<file path="src/esw_pkg.sv">
`default_nettype none
package esw_pkg;

  // register byte offsets on the slave bus (word aligned)
  localparam logic [7:0] ESW_OFS_EXT     = 8'h00;
  localparam logic [7:0] ESW_OFS_COMPACT = 8'h04;
  localparam logic [7:0] ESW_OFS_AVG     = 8'h08;
  localparam logic [7:0] ESW_OFS_IRQ_STS = 8'h0c;
  localparam logic [7:0] ESW_OFS_IRQ_MSK = 8'h10;

  // widths
  localparam int ESW_ADDR_W  = 8;
  localparam int ESW_DATA_W  = 32;
  localparam int ESW_BE_W    = 4;
  localparam int ESW_CNT_W   = 16;
  localparam int ESW_FILL_W  = 4;
  localparam int ESW_FILL_SH = 4;   // log2 of the sixteen fill steps
  localparam int ESW_TMR_W   = 8;
  localparam int ESW_IRQ_W   = 3;

  // timing, in one-second measurement ticks
  localparam logic [ESW_TMR_W-1:0] ESW_NOVAL_LIMIT_S  = 8'h0a;
  localparam logic [ESW_TMR_W-1:0] ESW_STATIC_LIMIT_S = 8'h3c;
  localparam logic [ESW_TMR_W-1:0] ESW_STATIC_TICKS   =
    ESW_STATIC_LIMIT_S + 8'h01;     // strictly more than one minute
  localparam logic [ESW_CNT_W-1:0] ESW_AVG_SPLIT_S    = 16'h000a;

  // reset values
  localparam logic [ESW_CNT_W-1:0]  ESW_AVG_RST  = 16'h000a;
  localparam logic [ESW_IRQ_W-1:0]  ESW_IRQ_RST  = 3'h0;
  localparam logic [ESW_DATA_W-1:0] ESW_WORD_RST = 32'h0000_0000;

  // interrupt status / mask bit positions
  localparam int ESW_IRQ_MALF   = 0;
  localparam int ESW_IRQ_STATIC = 1;
  localparam int ESW_IRQ_HEAT   = 2;

  // byte lanes used by the writable registers
  localparam int ESW_BE_LO = 0;
  localparam int ESW_BE_HI = 1;

  // extended status word layout
  typedef struct packed {
    logic [19:0] rsv_hi;
    logic [3:0]  fill;
    logic [2:0]  rsv_mid;
    logic        static_malf;
    logic        rsv3;
    logic        heat_on;
    logic        heat_crit;
    logic        malf;
  } esw_ext_t;

  // compact status byte layout
  typedef struct packed {
    logic       heat_on;
    logic       heat_crit;
    logic       static_malf;
    logic       rsv4;
    logic [2:0] fill;
    logic       malf;
  } esw_compact_t;

  // sensor-side inputs travelling together
  typedef struct packed {
    logic                 new_value;
    logic                 heat_crit;
    logic                 heat_on;
    logic                 plaus_fail;
    logic [ESW_CNT_W-1:0] buf_count;
  } esw_sense_t;

  typedef enum logic {ESW_BUS_IDLE, ESW_BUS_ACK} esw_bus_t;

endpackage : esw_pkg
`default_nettype wire

</file>
<file path="src/esw_sec_timer.sv">
`timescale 1ns/1ps
`default_nettype none
// counts consecutive ticks on which a condition held; saturates at limit
module esw_sec_timer
  import esw_pkg::*;
#(
  parameter logic [ESW_TMR_W-1:0] LIMIT = ESW_NOVAL_LIMIT_S
) (
  input  wire logic i_clk,
  input  wire logic i_rst_n,
  input  wire logic i_tick,
  input  wire logic i_cond,
  output logic      o_expired
);

  logic [ESW_TMR_W-1:0] cnt_q;
  logic [ESW_TMR_W-1:0] cnt_d;
  logic                 at_limit;

  // saturate so a very long fault never wraps back to healthy
  assign at_limit  = (cnt_q >= LIMIT);
  // valid at the tick: true when this tick completes the run
  assign o_expired = i_cond && (cnt_q >= LIMIT - 8'h01);
  assign cnt_d     = !i_cond ? '0 :
                     at_limit ? cnt_q : cnt_q + 8'h01;

  always_ff @(posedge i_clk) begin
    if (!i_rst_n) begin
      cnt_q <= '0;
    end else if (i_tick) begin
      cnt_q <= cnt_d;
    end
  end

endmodule : esw_sec_timer
`default_nettype wire

</file>
<file path="src/esw_fill_code.sv">
`timescale 1ns/1ps
`default_nettype none
// fill level in sixteenths: code n means n/16 < count/cap <= (n+1)/16
module esw_fill_code
  import esw_pkg::*;
(
  input  wire logic [ESW_CNT_W-1:0]  i_count,
  input  wire logic [ESW_CNT_W-1:0]  i_capacity,
  output logic      [ESW_FILL_W-1:0] o_code
);

  localparam int STEPS = 1 << ESW_FILL_SH;
  localparam int PW    = ESW_CNT_W + ESW_FILL_SH;

  logic [STEPS-1:1] above;
  logic [PW-1:0]    scaled;

  // compare 16*count against k*cap, no divider needed
  assign scaled = {i_count, {ESW_FILL_SH{1'b0}}};

  genvar k;
  generate
    for (k = 1; k < STEPS; k++) begin : g_step
      logic [PW-1:0] thr;
      assign thr      = PW'(i_capacity) * PW'(k);
      assign above[k] = (scaled > thr);
    end
  endgenerate

  // thermometer to binary; an overfull buffer clamps at the top code
  always_comb begin
    o_code = '0;
    for (int j = 1; j < STEPS; j++) begin
      o_code = o_code + ESW_FILL_W'(above[j]);
    end
  end

endmodule : esw_fill_code
`default_nettype wire

</file>
<file path="src/esw_status.sv">
// Behaviour
// - avg time under 10 s: malfunction after 10 s without a new value
// - avg time 10 s or more: malfunction if buffer under half expected
// - bit 1 follows the heater switch-on criterion
// - bit 2 follows the heater actually being on
// - bit 4 set when static fault persists more than one minute
// - bits 8..11 carry fill level in sixteenths
// - bit 3, bits 5..7 and bits 12..31 always read zero
// - compact status byte is derived from the same extended word
// - compact byte: fill in eighths, static bit 5, heating bits 6, 7
`timescale 1ns/1ps
`default_nettype none
module esw_status
  import esw_pkg::*;
(
  input  wire logic                  i_clk,
  input  wire logic                  i_rst_n,
  input  wire logic                  i_tick,
  input  wire esw_sense_t            i_sense,
  input  wire logic [ESW_ADDR_W-1:0] i_avs_address,
  input  wire logic                  i_avs_read,
  input  wire logic                  i_avs_write,
  input  wire logic [ESW_DATA_W-1:0] i_avs_writedata,
  input  wire logic [ESW_BE_W-1:0]   i_avs_byteenable,
  output logic      [ESW_DATA_W-1:0] o_avs_readdata,
  output logic                       o_avs_waitrequest,
  output esw_ext_t                   o_ext_status,
  output esw_compact_t               o_compact_status,
  output logic                       o_irq
);

  // ---------------------------------------------------------------
  // state
  // ---------------------------------------------------------------
  esw_bus_t              bus_q;
  esw_bus_t              bus_d;
  logic [ESW_DATA_W-1:0] rdata_q;
  logic                  wait_q;
  logic [ESW_CNT_W-1:0]  avg_q;
  logic [ESW_IRQ_W-1:0]  sts_q;
  logic [ESW_IRQ_W-1:0]  sts_d;
  logic [ESW_IRQ_W-1:0]  msk_q;
  logic                  irq_q;
  logic                  seen_q;
  esw_ext_t              ext_q;
  esw_ext_t              ext_d;
  esw_compact_t          cmp_q;
  esw_compact_t          cmp_d;

  // ---------------------------------------------------------------
  // per-second sample of measurement activity
  // ---------------------------------------------------------------
  logic got_value;
  logic no_value_sec;
  logic static_cond;

  // a value arriving on the tick edge itself still counts for that second
  assign got_value    = seen_q | i_sense.new_value;
  assign no_value_sec = !got_value;
  // static fault: lasting plausibility_check violation or no values at all
  assign static_cond  = i_sense.plaus_fail | no_value_sec;

  always_ff @(posedge i_clk) begin
    if (!i_rst_n) begin
      seen_q <= 1'b0;
    end else if (i_tick) begin
      seen_q <= 1'b0;
    end else if (i_sense.new_value) begin
      seen_q <= 1'b1;
    end
  end

  // ---------------------------------------------------------------
  // persistence timers
  // ---------------------------------------------------------------
  logic noval_expired;
  logic static_expired;

  esw_sec_timer #(
    .LIMIT (ESW_NOVAL_LIMIT_S)
  ) u_noval (
    .i_clk     (i_clk),
    .i_rst_n   (i_rst_n),
    .i_tick    (i_tick),
    .i_cond    (no_value_sec),
    .o_expired (noval_expired)
  );

  // one tick past sixty so only a run of more than a minute trips it
  esw_sec_timer #(
    .LIMIT (ESW_STATIC_TICKS)
  ) u_static (
    .i_clk     (i_clk),
    .i_rst_n   (i_rst_n),
    .i_tick    (i_tick),
    .i_cond    (static_cond),
    .o_expired (static_expired)
  );

  // ---------------------------------------------------------------
  // averaging buffer fill level
  // ---------------------------------------------------------------
  logic [ESW_FILL_W-1:0] fill_code;

  // buffer capacity is one value per second of averaging time
  esw_fill_code u_fill (
    .i_count    (i_sense.buf_count),
    .i_capacity (avg_q),
    .o_code     (fill_code)
  );

  // ---------------------------------------------------------------
  // general malfunction selection
  // ---------------------------------------------------------------
  logic                 short_avg;
  logic [ESW_CNT_W:0]   twice_count;
  logic                 underfilled;
  logic                 malf_now;

  assign short_avg   = (avg_q < ESW_AVG_SPLIT_S);
  // count below half of avg time, compared as 2*count < avg time
  assign twice_count = {i_sense.buf_count, 1'b0};
  assign underfilled = (twice_count < {1'b0, avg_q});
  assign malf_now    = short_avg ? noval_expired
                                 : underfilled;

  // ---------------------------------------------------------------
  // next extended word and the compact byte built from it
  // ---------------------------------------------------------------
  always_comb begin
    ext_d             = ESW_WORD_RST;
    ext_d.malf        = malf_now;
    ext_d.heat_crit   = i_sense.heat_crit;
    ext_d.heat_on     = i_sense.heat_on;
    ext_d.static_malf = static_expired;
    ext_d.fill        = fill_code;
  end

  // sixteenths pair into eighths by dropping the low bit
  always_comb begin
    cmp_d             = '0;
    cmp_d.malf        = ext_d.malf;
    cmp_d.fill        = ext_d.fill[ESW_FILL_W-1:1];
    cmp_d.static_malf = ext_d.static_malf;
    cmp_d.heat_crit   = ext_d.heat_crit;
    cmp_d.heat_on     = ext_d.heat_on;
  end

  // both words load on the same tick so they can never disagree
  always_ff @(posedge i_clk) begin
    if (!i_rst_n) begin
      ext_q <= ESW_WORD_RST;
      cmp_q <= '0;
    end else if (i_tick) begin
      ext_q <= ext_d;
      cmp_q <= cmp_d;
    end
  end

  // ---------------------------------------------------------------
  // interrupt events, only on tick updates
  // ---------------------------------------------------------------
  logic [ESW_IRQ_W-1:0] ev_set;
  logic [ESW_IRQ_W-1:0] ev_clr;

  assign ev_set[ESW_IRQ_MALF]   = i_tick && ext_d.malf && !ext_q.malf;
  assign ev_set[ESW_IRQ_STATIC] = i_tick && ext_d.static_malf
                                  && !ext_q.static_malf;
  assign ev_set[ESW_IRQ_HEAT]   = i_tick && (ext_d.heat_on != ext_q.heat_on);

  // ---------------------------------------------------------------
  // bus decode
  // ---------------------------------------------------------------
  logic req;
  logic hit_ext;
  logic hit_cmp;
  logic hit_avg;
  logic hit_sts;
  logic hit_msk;
  logic do_write;
  logic [ESW_DATA_W-1:0] rmux;

  assign req      = i_avs_read | i_avs_write;
  assign hit_ext  = (i_avs_address == ESW_OFS_EXT);
  assign hit_cmp  = (i_avs_address == ESW_OFS_COMPACT);
  assign hit_avg  = (i_avs_address == ESW_OFS_AVG);
  assign hit_sts  = (i_avs_address == ESW_OFS_IRQ_STS);
  assign hit_msk  = (i_avs_address == ESW_OFS_IRQ_MSK);
  // writes commit on the edge where waitrequest is seen low
  assign do_write = (bus_q == ESW_BUS_ACK) && i_avs_write;

  // unmapped addresses read zero and ignore writes
  assign rmux = hit_ext ? ext_q :
                hit_cmp ? ESW_DATA_W'(cmp_q) :
                hit_avg ? ESW_DATA_W'(avg_q) :
                hit_sts ? ESW_DATA_W'(sts_q) :
                hit_msk ? ESW_DATA_W'(msk_q) : ESW_WORD_RST;

  assign ev_clr = (do_write && hit_sts
                   && i_avs_byteenable[ESW_BE_LO])
                  ? i_avs_writedata[ESW_IRQ_W-1:0] : '0;
  // a new event in the clearing cycle survives the clear
  assign sts_d  = (sts_q & ~ev_clr) | ev_set;

  // two-state slave: one cycle of wait, then a one-cycle answer
  always_comb begin
    bus_d = bus_q;
    unique case (bus_q)
      ESW_BUS_IDLE: begin
        if (req) begin
          bus_d = ESW_BUS_ACK;
        end
      end
      ESW_BUS_ACK: begin
        bus_d = ESW_BUS_IDLE;
      end
    endcase
  end

  always_ff @(posedge i_clk) begin
    if (!i_rst_n) begin
      bus_q   <= ESW_BUS_IDLE;
      wait_q  <= 1'b1;
      rdata_q <= ESW_WORD_RST;
    end else begin
      bus_q   <= bus_d;
      wait_q  <= (bus_d != ESW_BUS_ACK);
      rdata_q <= (bus_d == ESW_BUS_ACK && i_avs_read) ? rmux : ESW_WORD_RST;
    end
  end

  // ---------------------------------------------------------------
  // writable registers
  // ---------------------------------------------------------------
  always_ff @(posedge i_clk) begin
    if (!i_rst_n) begin
      avg_q <= ESW_AVG_RST;
    end else if (do_write && hit_avg) begin
      if (i_avs_byteenable[ESW_BE_LO]) begin
        avg_q[7:0] <= i_avs_writedata[7:0];
      end
      if (i_avs_byteenable[ESW_BE_HI]) begin
        avg_q[15:8] <= i_avs_writedata[15:8];
      end
    end
  end

  always_ff @(posedge i_clk) begin
    if (!i_rst_n) begin
      msk_q <= ESW_IRQ_RST;
    end else if (do_write && hit_msk && i_avs_byteenable[ESW_BE_LO]) begin
      msk_q <= i_avs_writedata[ESW_IRQ_W-1:0];
    end
  end

  // status and the level interrupt derived from its next value
  always_ff @(posedge i_clk) begin
    if (!i_rst_n) begin
      sts_q <= ESW_IRQ_RST;
      irq_q <= 1'b0;
    end else begin
      sts_q <= sts_d;
      irq_q <= |(sts_d & msk_q);
    end
  end

  // ---------------------------------------------------------------
  // outputs, all straight from flops
  // ---------------------------------------------------------------
  assign o_avs_readdata    = rdata_q;
  assign o_avs_waitrequest = wait_q;
  assign o_ext_status      = ext_q;
  assign o_compact_status  = cmp_q;
  assign o_irq             = irq_q;

endmodule : esw_status
`default_nettype wire

</file>
<file path="config.mk">
export PLATFORM = sky130hd
export DESIGN_NAME = esw_status
export DESIGN_NICKNAME = d
export VERILOG_FILES = /design/src/esw_pkg.sv /design/src/esw_sec_timer.sv /design/src/esw_fill_code.sv /design/src/esw_status.sv
export SDC_FILE = /design/constraint.sdc
export NUM_CORES = 1
export LEC_CHECK = 0
export ABC_AREA = 1
export BUFFER_PORTS_ARGS = -buffer_cell sky130_fd_sc_hd__buf_2
export CAP_MARGIN = 20
export CORE_MARGIN = 5
export CORE_UTILIZATION = 45
export DETAILED_ROUTE_END_ITERATION = 10
export GPL_TIMING_DRIVEN = 0
export SETUP_SLACK_MARGIN = 0.02
export SLEW_MARGIN = 20
export SYNTH_ARGS = -nofsm -noshare
export SYNTH_HDL_FRONTEND = slang
export SYNTH_SLANG_ARGS = --single-unit
export TNS_END_PERCENT = 5
</file>
<file path="constraint.sdc">
create_clock -name i_clk -period 7.8 [get_ports i_clk]
set_input_delay 0.78 -clock i_clk [delete_from_list [all_inputs] [get_ports i_clk]]
set_output_delay 0.78 -clock i_clk [all_outputs]
set_load 0.05 [all_outputs]
</file>
# Word-level counts from Yosys, hierarchy flattened
# Index checks and enable logic that the tools add are counted.
[totals] out_inout_bits=74 reg_bits=85 in_bits=69
[classes] eq_ne=7 n_addsub=16 order_cmp=21 n_mux=13 reduce_logical=28 mul=11 bitwise=11
[op_table] op="$gt 20x20->1" count=7
[op_table] op="$gt 20x19->1" count=4
[op_table] op="$mul 16x4->20 const B" count=4
[op_table] op="$mul 16x3->19 const B" count=4
[op_table] op="$mul 16x2->18 const B" count=3
[op_table] op="$add 4x1->4" count=13
[op_table] op="$gt 20x18->1" count=2
[op_table] op="$mux 8" count=4
[op_table] op="$mux 12" count=2
[op_table] op="$gt 20x16->1" count=1
[op_table] op="$gt 20x17->1" count=1
[op_table] op="$lt 17x16->1" count=1
[op_table] op="$add 8x1->8 const B" count=2
[op_table] op="$eq 8x4->1 const B" count=2
[op_table] op="$ge 8x4->1 const B" count=2
[op_table] op="$ge 8x6->1 const B" count=2
[op_table] op="$lt 16x4->1 const B" count=1
[op_table] op="$mux 16" count=1
[op_table] op="$logic_and 1x1->1" count=14
[op_table] op="$reduce_and 2->1" count=5
[op_table] op="$mux 3" count=3
[op_table] op="$eq 8x3->1 const B" count=1
[op_table] op="$eq 8x5->1 const B" count=1
[op_table] op="$logic_not 8->1" count=1
[op_table] op="other kinds (14)" count=26

# Longest topological paths before layout
# Gate-level depths: netlist of the first run.
[depth] depth_word=15 depth_mapped=34 ltp_nobuf=34

# Cells and area by module
# Synthesis of the first run repeated with hierarchy kept, for this count alone.
[unflattened] hier_cells=2473 area_unflattened_um2=16910.0
[modules_own_cells] module="esw_fill_code" cells_per_inst=1966 area_per_inst_um2=13198.9 n_inst=1
[modules_own_cells] module="esw_status" cells_per_inst=364 area_per_inst_um2=2741.4 n_inst=1
[modules_own_cells] module="esw_sec_timer at u_static" cells_per_inst=79 area_per_inst_um2=518.0 n_inst=1
[modules_own_cells] module="esw_sec_timer at u_noval" cells_per_inst=64 area_per_inst_um2=451.7 n_inst=1

# Worst setup path after synthesis of the first run
# Ideal clock, no wire load.
[synth_path] path_kind="register to register" start="reg avg_q[6]" end="reg ext_q, in the netlist o_ext_status[10]" synth_period_minus_slack_ns=6.715 arrival_time_ns=6.599 slack_ns=1.085 setup_time_ns=0.116 stages_incl_launch_ff=29 cell_sequence="dfxtp_1 -> ha_1 -> fa_1 -> ha_1 -> a21oi_1 -> a21boi_1 -> o21ai_2 -> a21boi_2 -> o21ai_2 -> nand2_1 -> nand2_1 -> nand2_1 -> nand2_1 -> ha_1 -> nand3_1 -> nor3_1 -> nand2_1 -> o31ai_1 -> fa_1 -> fa_1 -> fa_1 -> inv_1 -> fa_1 -> ha_1 -> inv_1 -> fa_1 -> xnor2_1 -> o21ai_0 -> inv_1"
[synth_between] elab_chain_len=15 elab_cells_between_ends=40
[synth_lines] item="from (decl)" line_no="esw_status.sv:39" source="logic [ESW_CNT_W-1:0] avg_q;"
[synth_lines] item="from (signal assigned)" line_no="esw_status.sv:240" source="avg_q[7:0] <= i_avs_writedata[7:0];"
[synth_lines] item="$mul 16x2->18, or another cell as far along" line_no="esw_fill_code.sv:25" source="assign thr = PW'(i_capacity) * PW'(k);"
[synth_lines] item="$gt 20x18->1 / $add 1x1->2 (equally long branches)" line_no="esw_fill_code.sv:26, esw_fill_code.sv:34"
[synth_lines] item="$add 4x1->4 (12 in series)" line_no="esw_fill_code.sv:34" source="o_code = o_code + ESW_FILL_W'(above[j]);"
[synth_lines] item="$add 4x1->4 (*)" line_no="esw_fill_code.sv:34"
[synth_lines] item="to (signal assigned)" line_no="esw_status.sv:155" source="ext_q <= ext_d;"
[synth_lines] item="to (decl)" line_no="esw_status.sv:45" source="esw_ext_t ext_q;"
# Every way passes the cells marked *; elsewhere a longest branch is shown, timed or not.
# A chain may end at the register's enable or synchronous reset.

# Worst setup path in the final report of the first run
[layout_path] start="reg avg_q[1]" end="reg ext_q, in the netlist o_ext_status[10]"
# Same word-level chain as after synthesis.

==> results of run 1 <==
## stage by stage
step	area, µm²	worst slack (ns)	power (mW)
CTS	16700	0.0825	1.27
detailed placement	16400	-0.854	0.860
global placement	16300	-0.828	0.849
global route	16800	0.0243	1.34
floorplan	15400	1.08	0.717
finish	16800	0.443	1.27
## sequential cells by signal, summed over array words and instances, names as in the netlist, 3 cells and up
signal            cells
avg_q                16
o_avs_readdata       16
sts_q                 3
u_static.cnt_q        8
o_compact_status      4
u_noval.cnt_q         8
o_ext_status          4
msk_q                 3
## what timing repair did
item / 4_1_cts / 5_1_grt
endpoints found under the setup margin: 4 / 3
buffers inserted: 2 / 3
resized for setup: 11 / 14
## worst min path at each step
stage               slack, ns  cells past startpoint                          start                             to
floorplan                0.42                      2  u_noval.cnt_q[7]$_SDFFE_PN0P_  u_noval.cnt_q[7]$_SDFFE_PN0P_
global placement         0.43                      2  u_noval.cnt_q[7]$_SDFFE_PN0P_  u_noval.cnt_q[7]$_SDFFE_PN0P_
detailed placement       0.43                      2  u_noval.cnt_q[6]$_SDFFE_PN0P_  u_noval.cnt_q[6]$_SDFFE_PN0P_
CTS                      0.44                      2  u_noval.cnt_q[6]$_SDFFE_PN0P_  u_noval.cnt_q[6]$_SDFFE_PN0P_
global route             0.47                      2  u_noval.cnt_q[5]$_SDFFE_PN0P_  u_noval.cnt_q[5]$_SDFFE_PN0P_
finish                   0.44                      2  u_noval.cnt_q[6]$_SDFFE_PN0P_  u_noval.cnt_q[6]$_SDFFE_PN0P_
## power by group through the flow
stage          clock network (mW)  logic [mW]  registers, mW
2_1_floorplan                   0       0.321          0.396
3_3_place_gp                    0       0.478          0.371
3_5_place_dp                    0       0.489          0.371
4_1_cts                     0.415       0.494          0.364
5_1_grt                     0.429       0.550          0.364
6_report                    0.411       0.496          0.363
## logic make-up (layout without fill, tap and decap cells)
family	after synthesis	count (layout)	synth area share (%)
other cells	1	41	0.0246
fa+ha+maj	465	465	42.2
xor+xnor	95	95	5.47
simple gates	661	661	19.1
buf+inv	305	408	8.72
compound gates	420	420	15.8
flops	66	66	8.68
## critical path, delay by kind of cell, from the launching register on
kind / cells / cell delay (ns)
AOI/OAI and AO/OA: 7 / 1.18
buffers and inverters: 6 / 0.36
adders and majority gates: 10 / 4.10
DFF: 1 / 0.42
and+or+nand+nor: 5 / 0.88
xor gates and xnor gates: 2 / 0.28
## per-layer routing
layer	up-vias	routed length, µm	global-route usage [%]
met4	0	1700	8.02
li1	7162	-	-
met2	333	21300	40.2
met3	63	2140	2.54
met5	-	0	0
met1	6640	21700	32.5
## area by class of cell
| cell class | count | area, µm² |
|---|---|---|
| repair buffers | 88 | 453 |
| flip-flops and latches | 66 | 1360 |
| plain buffers | 55 | 388 |
| multi-input cells | 1682 | 12700 |
| clock buffers | 11 | 253 |
| well taps | 448 | 561 |
| clock inverters | 4 | 51.3 |
| inverters | 250 | 952 |
| fillers | 3381 | 16700 |
## Yosys cell counts (10+ instances only)
master / instances / area share, %
nor3_1: 30 / 0.99
nand3_1: 105 / 3.5
ha_1: 385 / 32
nand4_1: 46 / 1.9
xnor2_1: 44 / 2.5
buf_4: 48 / 2.4
xor2_1: 51 / 2.9
inv_1: 247 / 6.1
nor2_1: 104 / 2.6
a211oi_1: 14 / 0.69
fa_1: 80 / 11
nand2_1: 338 / 8.3
dfxtp_1: 66 / 8.7
o21ai_0: 94 / 3.1
a31oi_1: 10 / 0.41
a21oi_1: 211 / 6.9
==> flow_summary.yaml, run 1 <==
die:
  die_w_um: 194
  die_area_um2: 37600
  ios: 143
  start_util_pct: 45.5
  rows: 67
  die_y_um: 194
  core-area_um2: 33400
sta:
  fin_crit_sh_pct: 94.3
  holdWs_ns: 0.443
  fin_worst_skew_ns: 0.00543
  rsz0062_at_grt: "no"
  fin_crit_ns: 7.36
  max_freq_mhz: 136
  final-setup-viol-count: 0
  worst_pin_slew_ns: 0.879
  slew_viol_final: 0
  setup_tns_ns: 0
  relSlewSlack_pct: 40.8
  hold_violations: 0
cells_and_area:
  final_common_cell: "ha_1"
  diodes: 0
  area_growth_pct: 10.1
  final_core_util_pct: 50.1
  drive_above_1_share_pct: 9.65
  mostFrequentLayoutCells: "ha_1 (385), nand2_1 (338), inv_1 (244)"
  final_cells: 2604
  nets: 2686
worst_setup_path:
  slowest_delay_ns: 0.55
  reg2reg_from: "avg_q[1]$_SDFFE_PN1P_"
  reg2reg_to: "o_ext_status[10]$_SDFFE_PN0P_"
  slowest_stage: "fa_1"
  critPathCaptureType: "flip-flop"
  cp-endpoint: "o_ext_status[10]$_SDFFE_PN0P_"
  worstSetupStartpointType: "flip-flop"
  setup.worst_path.start: "avg_q[1]$_SDFFE_PN1P_"
  critPathMaxFanout: 11
  rr_worst_depth: 30
  regToRegSetupSlack_ns: 0.44
  cp_data_arrival_time_ns: 7.57
  critPathKind: "reg2reg"
  critical_path_required_ns: 8.02
synth:
  ys_ff_latch: 66
  syn-instance-count: 2013
  ys_warn_count: 0
  postSynth.asyncResetShare_pct: 0
  synthesis.area_um2: 15200
  synth_flop_cell: "dfxtp_1"
  avgSynthCellArea_um2: 7.56
  synth-seq-area-share_pct: 8.68
  yosysUniqueCellTypes: 57
  synth_edf_count: 0
power:
  power.leakage_nw: 8.45
  seq_power_share_pct: 28.6
  switching_share_pct: 38.6
  power_frac_clock_pct: 32.4
  peakVddDrop_uv: 180
  switchingPower_mw: 0.491
  p_int_mw: 0.779
  p_comb_share_pct: 39.0
  powerDensity_nw_per_um2: 75.8
placement:
  portBuffers: 83
  place_inst: 2584
  dpl.hpwl_um: 36900
  routabilityCongestion: 0.895
global_routing:
  grt_pass1_vias: 13800
  grt_overflow_total: 0
  grt_antenna_before_repair: 0
  grt_max_degree: 18
  grt_pass1_wl_um: 73600
  track_usage_pct: 24.0
cts:
  cts_tree: "built"
  postCtsHoldBufs: 0
  h-tree-depth: 3
  clkTransAtPathRegs_ns: 0.05
  cts_buffers: 9
  clk_latency_ns: 0.33
  clkSinkCount: 66
  root_buffer: "clkbuf_16"
  cts.path.max_buffers: 2
detailed_routing:
  drt-total-wl_um: 46800
  drtPass1Iterations: 7
  vias_per_cell: 5.45
  via_count: 14200
  drt_iter0_markers: 792
  drcViolationCount: 0
  wire_per_inst_um: 18.0
  postRouteAntennaNets: 0
outcome:
  status: "completed"
job:
  timing.max_cap.violations: 0
worst_hold_path:
  min_path_type: "reg2reg"
Note: power is estimated with default switching activity, not from simulation.
==> run 2: changes to the inputs <==
CORE_UTILIZATION = 55   (was 45)
GPL_ROUTABILITY_DRIVEN = 0   (was not set)
PLACE_DENSITY = 0.75   (was not set)
==> flow_summary.yaml, run 2 (synthesis results as in run 1) <==
global_routing:
  grt_pass1_wl_um: 72500
  track_usage_pct: 28.9
  grt_antenna_before_repair: 0
  grt_max_degree: 18
  met1_usage_pct: 37.2
  grt_overflow_total: 0
  grt_pass1_vias: 14400
  met3_usage_pct: 4.50
  grt.busiest_layer: "met2"
  grtUsageMet2_pct: 48.0
sta:
  fin_ws_ns: 0.400
  fin_crit_sh_pct: 94.9
  final-setup-viol-count: 0
  holdWs_ns: 0.442
  max_freq_mhz: 135
  worst_pin_slew_ns: 0.691
  slew_viol_final: 0
  fin_worst_skew_ns: 0.00888
  hold_violations: 0
  relSlewSlack_pct: 53.6
  fin_crit_ns: 7.40
die:
  die_w_um: 176
  ios: 143
  die_y_um: 176
  die_area_um2: 31100
  core-area_um2: 27100
  start_util_pct: 56.1
  rows: 60
cells_and_area:
  final_core_util_pct: 61.7
  mostFrequentLayoutCells: "ha_1 (385), nand2_1 (338), inv_1 (244)"
  final_common_cell: "ha_1"
  final_cells: 2534
  area_growth_pct: 9.86
  nets: 2691
  diodes: 0
  drive_above_1_share_pct: 9.71
  fillerInstances: 2445
cts:
  clk_latency_ns: 0.33
  cts.path.max_buffers: 2
  clkTransAtPathRegs_ns: 0.06
  h-tree-depth: 3
  root_buffer: "clkbuf_16"
  clkSinkCount: 66
  cts_buffers: 9
  postCtsHoldBufs: 0
  cts_tree: "built"
worst_hold_path:
  hold_depth: 2
  min_to: "u_noval.cnt_q[6]$_SDFFE_PN0P_"
  hp-start: "u_noval.cnt_q[6]$_SDFFE_PN0P_"
  min_path_type: "reg2reg"
outcome:
  status: "completed"
worst_setup_path:
  worstSetupStartpointType: "flip-flop"
  critPathCaptureType: "flip-flop"
  critPathKind: "reg2reg"
  slowest_delay_ns: 0.55
  reg2reg_from: "avg_q[1]$_SDFFE_PN1P_"
  crit_top_cell: "fa_1"
  reg2reg_to: "o_ext_status[10]$_SDFFE_PN0P_"
  critPathMaxFanout: 11
  regToRegSetupSlack_ns: 0.40
  critical_path_required_ns: 8.02
  rr_worst_depth: 30
  slowest_stage: "dfxtp_2"
  cp_data_arrival_time_ns: 7.62
power:
  powerDensity_nw_per_um2: 77.4
  power.leakage_nw: 8.47
  peakVddDrop_uv: 224
  p_total_mw: 1.29
job:
  timing.max_cap.violations: 0
placement:
  place_inst: 2508
  dpl.hpwl_um: 35600
  pre_cts_ws_ns: -0.684
  portBuffers: 83
detailed_routing:
  drt-total-wl_um: 45500
  drtPass1Iterations: 5
  drcViolationCount: 0
  wire_per_inst_um: 18.0
  drt_iter0_markers: 1023
  vias_per_cell: 5.76
  via_count: 14600
  postRouteAntennaNets: 0
==> run 2: cell type report <==
cell class | count | area, µm² | share of cell area (%)
flip-flops and latches | 66 | 1360 | 8.11
inverters | 250 | 952 | 5.70
clock inverters | 5 | 86.3 | 0.516
well taps | 372 | 465 | 2.78
plain buffers | 55 | 388 | 2.32
clock buffers | 11 | 233 | 1.39
repair buffers | 93 | 490 | 2.93
multi-input cells | 1682 | 12700 | 76.2
==> run 2: critical path, delay by kind of cell, from the launching register on <==
family | cells | cell delay, ns
AOI/OAI and AO/OA | 6 | 1.07
xor gates and xnor gates | 2 | 0.23
adders and majority gates | 9 | 3.84
buffers and inverters | 5 | 0.49
DFF | 1 | 0.55
and+or+nand+nor | 8 | 1.10
==> run 2: metal layers <==
layer	share of wire, %	up-vias
li1	-	7181
met1	43	6789
met2	45	482
met3	6.7	132
met4	5.0	0
met5	0	-
==> run 2: what timing repair did <==
item / in CTS / in global routing
buffers inserted: 2 / 8
resized for setup: 16 / 14
gates cloned: 0 / 0
setup endpoints to repair: 4 / 3
==> run 2: through the flow <==
stage          cell area, µm²  setup TNS [ns]
2_1_floorplan           15400               0
3_3_place_gp            16200           -1.65
3_5_place_dp            16200           -1.97
4_1_cts                 16600               0
5_1_grt                 16700         -0.0624
6_report                16700               0
==> run 2: worst max path at each step <==
| stage | from | endpoint | cells after the start |
|---|---|---|---|
| finish | avg_q[1]$_SDFFE_PN1P_ | o_ext_status[10]$_SDFFE_PN0P_ | 30 |
| global route | avg_q[1]$_SDFFE_PN1P_ | o_ext_status[10]$_SDFFE_PN0P_ | 28 |
| CTS | avg_q[4]$_SDFFE_PN0P_ | o_ext_status[10]$_SDFFE_PN0P_ | 29 |
| detailed placement | avg_q[4]$_SDFFE_PN0P_ | o_ext_status[10]$_SDFFE_PN0P_ | 29 |
| global placement | avg_q[4]$_SDFFE_PN0P_ | o_ext_status[10]$_SDFFE_PN0P_ | 29 |
| floorplan | avg_q[6]$_SDFFE_PN0P_ | o_ext_status[10]$_SDFFE_PN0P_ | 28 |
==> run 2: power by group <==
part           internal, mW  switching, mW  total (mW)
Sequential            0.347         0.0177       0.365
Clock                 0.282          0.152       0.434
Combinational         0.170          0.325       0.495
Total                 0.799          0.494        1.29
==> run 3: changes to the inputs <==
clock period = 7.5 ns   (was 7.8 ns; I/O delays follow)
==> flow_summary.yaml, run 3 (synthesis results as in run 1) <==
die:
  die_y_um: 176
  rows: 60
  core-area_um2: 27100
  start_util_pct: 56.1
  die_area_um2: 31100
  ios: 143
  die_w_um: 176
power:
  powerDensity_nw_per_um2: 79.3
  peakVddDrop_uv: 233
  p_total_mw: 1.34
  power.leakage_nw: 8.60
sta:
  fin_ws_ns: 0.261
  fin_worst_skew_ns: 0.00914
  final-setup-viol-count: 0
  relSlewSlack_pct: 52.2
  hold_violations: 0
  fin_crit_sh_pct: 96.5
  worst_pin_slew_ns: 0.711
  fin_crit_ns: 7.24
  setup_tns_ns: 0
  slew_viol_final: 0
  max_freq_mhz: 138
detailed_routing:
  drt_iter0_markers: 1051
  postRouteAntennaNets: 0
  drt-total-wl_um: 46000
  vias_per_cell: 5.79
  wire_per_inst_um: 18.0
  via_count: 14800
  drcViolationCount: 0
  drtPass1Iterations: 5
worst_setup_path:
  slowest_stage: "fa_1"
  critPathCaptureType: "flip-flop"
  slowest_delay_ns: 0.55
  critical_path_required_ns: 7.72
  worstSetupStartpointType: "flip-flop"
  cp_data_arrival_time_ns: 7.46
  critPathMaxFanout: 11
  critPathKind: "reg2reg"
cts:
  postCtsHoldBufs: 0
  clk_latency_ns: 0.33
  cts_buffers: 9
  root_buffer: "clkbuf_16"
  h-tree-depth: 3
  clkTransAtPathRegs_ns: 0.06
  clkSinkCount: 66
  cts_tree: "built"
  cts.path.max_buffers: 2
outcome:
  status: "completed"
cells_and_area:
  final_cells: 2553
  mostFrequentLayoutCells: "ha_1 (384), nand2_1 (338), inv_1 (241)"
  nets: 2710
  diodes: 0
  area_growth_pct: 11.5
  final_core_util_pct: 62.6
  final_common_cell: "ha_1"
  drive_above_1_share_pct: 11.0
placement:
  pre_cts_ws_ns: -0.984
  dpl.hpwl_um: 35600
  portBuffers: 83
  place_inst: 2508
global_routing:
  grt_overflow_total: 0
  grt_antenna_before_repair: 0
  track_usage_pct: 28.9
  grt_max_degree: 18
  grt_pass1_vias: 14400
  grt_pass1_wl_um: 72600
worst_hold_path:
  min_path_type: "reg2reg"
job:
  timing.max_cap.violations: 0
==> run 3: worst max-delay path, delay by kind of cell, from the launching register on <==
| family | cells | cell delay (ns) |
|---|---|---|
| adders and majority gates | 9 | 3.67 |
| buffers and inverters | 5 | 0.59 |
| DFF | 1 | 0.47 |
| AOI/OAI and AO/OA | 7 | 1.11 |
| xor gates and xnor gates | 1 | 0.16 |
| and+or+nand+nor | 9 | 1.14 |
==> run 3: report_power, final <==
group / internal, mW / switching [mW] / leakage [nW]
Clock: 0.293 / 0.158 / 0.154
Sequential: 0.358 / 0.0185 / 0.546
Combinational: 0.177 / 0.340 / 7.90
Total: 0.828 / 0.517 / 8.60
==> run 3: through the flow <==
step	hold slack (ns)	cell area, µm²
global placement	0.427	16200
floorplan	0.418	15400
finish	0.444	17000
CTS	0.439	16600
detailed placement	0.430	16200
global route	0.464	17000
==> run 3: area by class of cell <==
type | instances | area (µm²)
clock buffers | 11 | 233
inverters | 250 | 963
repair buffers | 112 | 646
fillers | 2417 | 10100
well taps | 372 | 465
multi-input cells | 1682 | 12800
plain buffers | 55 | 388
clock inverters | 5 | 86.3
flip-flops and latches | 66 | 1380
==> run 3: final timing paths <==
| path | to | from | cells past startpoint | slack [ns] |
|---|---|---|---|---|
| worst max-delay path | o_ext_status[10]$_SDFFE_PN0P_ | avg_q[4]$_SDFFE_PN0P_ | 31 | 0.26 |
| worst min-delay path | u_noval.cnt_q[6]$_SDFFE_PN0P_ | u_noval.cnt_q[6]$_SDFFE_PN0P_ | 2 | 0.44 |
| worst max register to register | o_ext_status[10]$_SDFFE_PN0P_ | avg_q[4]$_SDFFE_PN0P_ | 31 | 0.26 |
| worst min register to register | u_noval.cnt_q[6]$_SDFFE_PN0P_ | u_noval.cnt_q[6]$_SDFFE_PN0P_ | 2 | 0.44 |
==> run 3: per-layer routing <==
layer / share of wire, % / wire, µm / up-vias / track usage, %
met3: 7.1 / 3270 / 119 / 4.50
met2: 45 / 20900 / 533 / 48.0
li1: - / - / 7223 / -
met1: 43 / 19700 / 6913 / 37.4
met5: 0 / 0 / - / 0
met4: 4.7 / 2180 / 0 / 12.7
==> run 3: what timing repair did <==
action                                  CTS  global route
buffers inserted                          3            26
gates resized for setup                  26            28
endpoints found under the setup margin    4             3
pin swaps                                 0             2
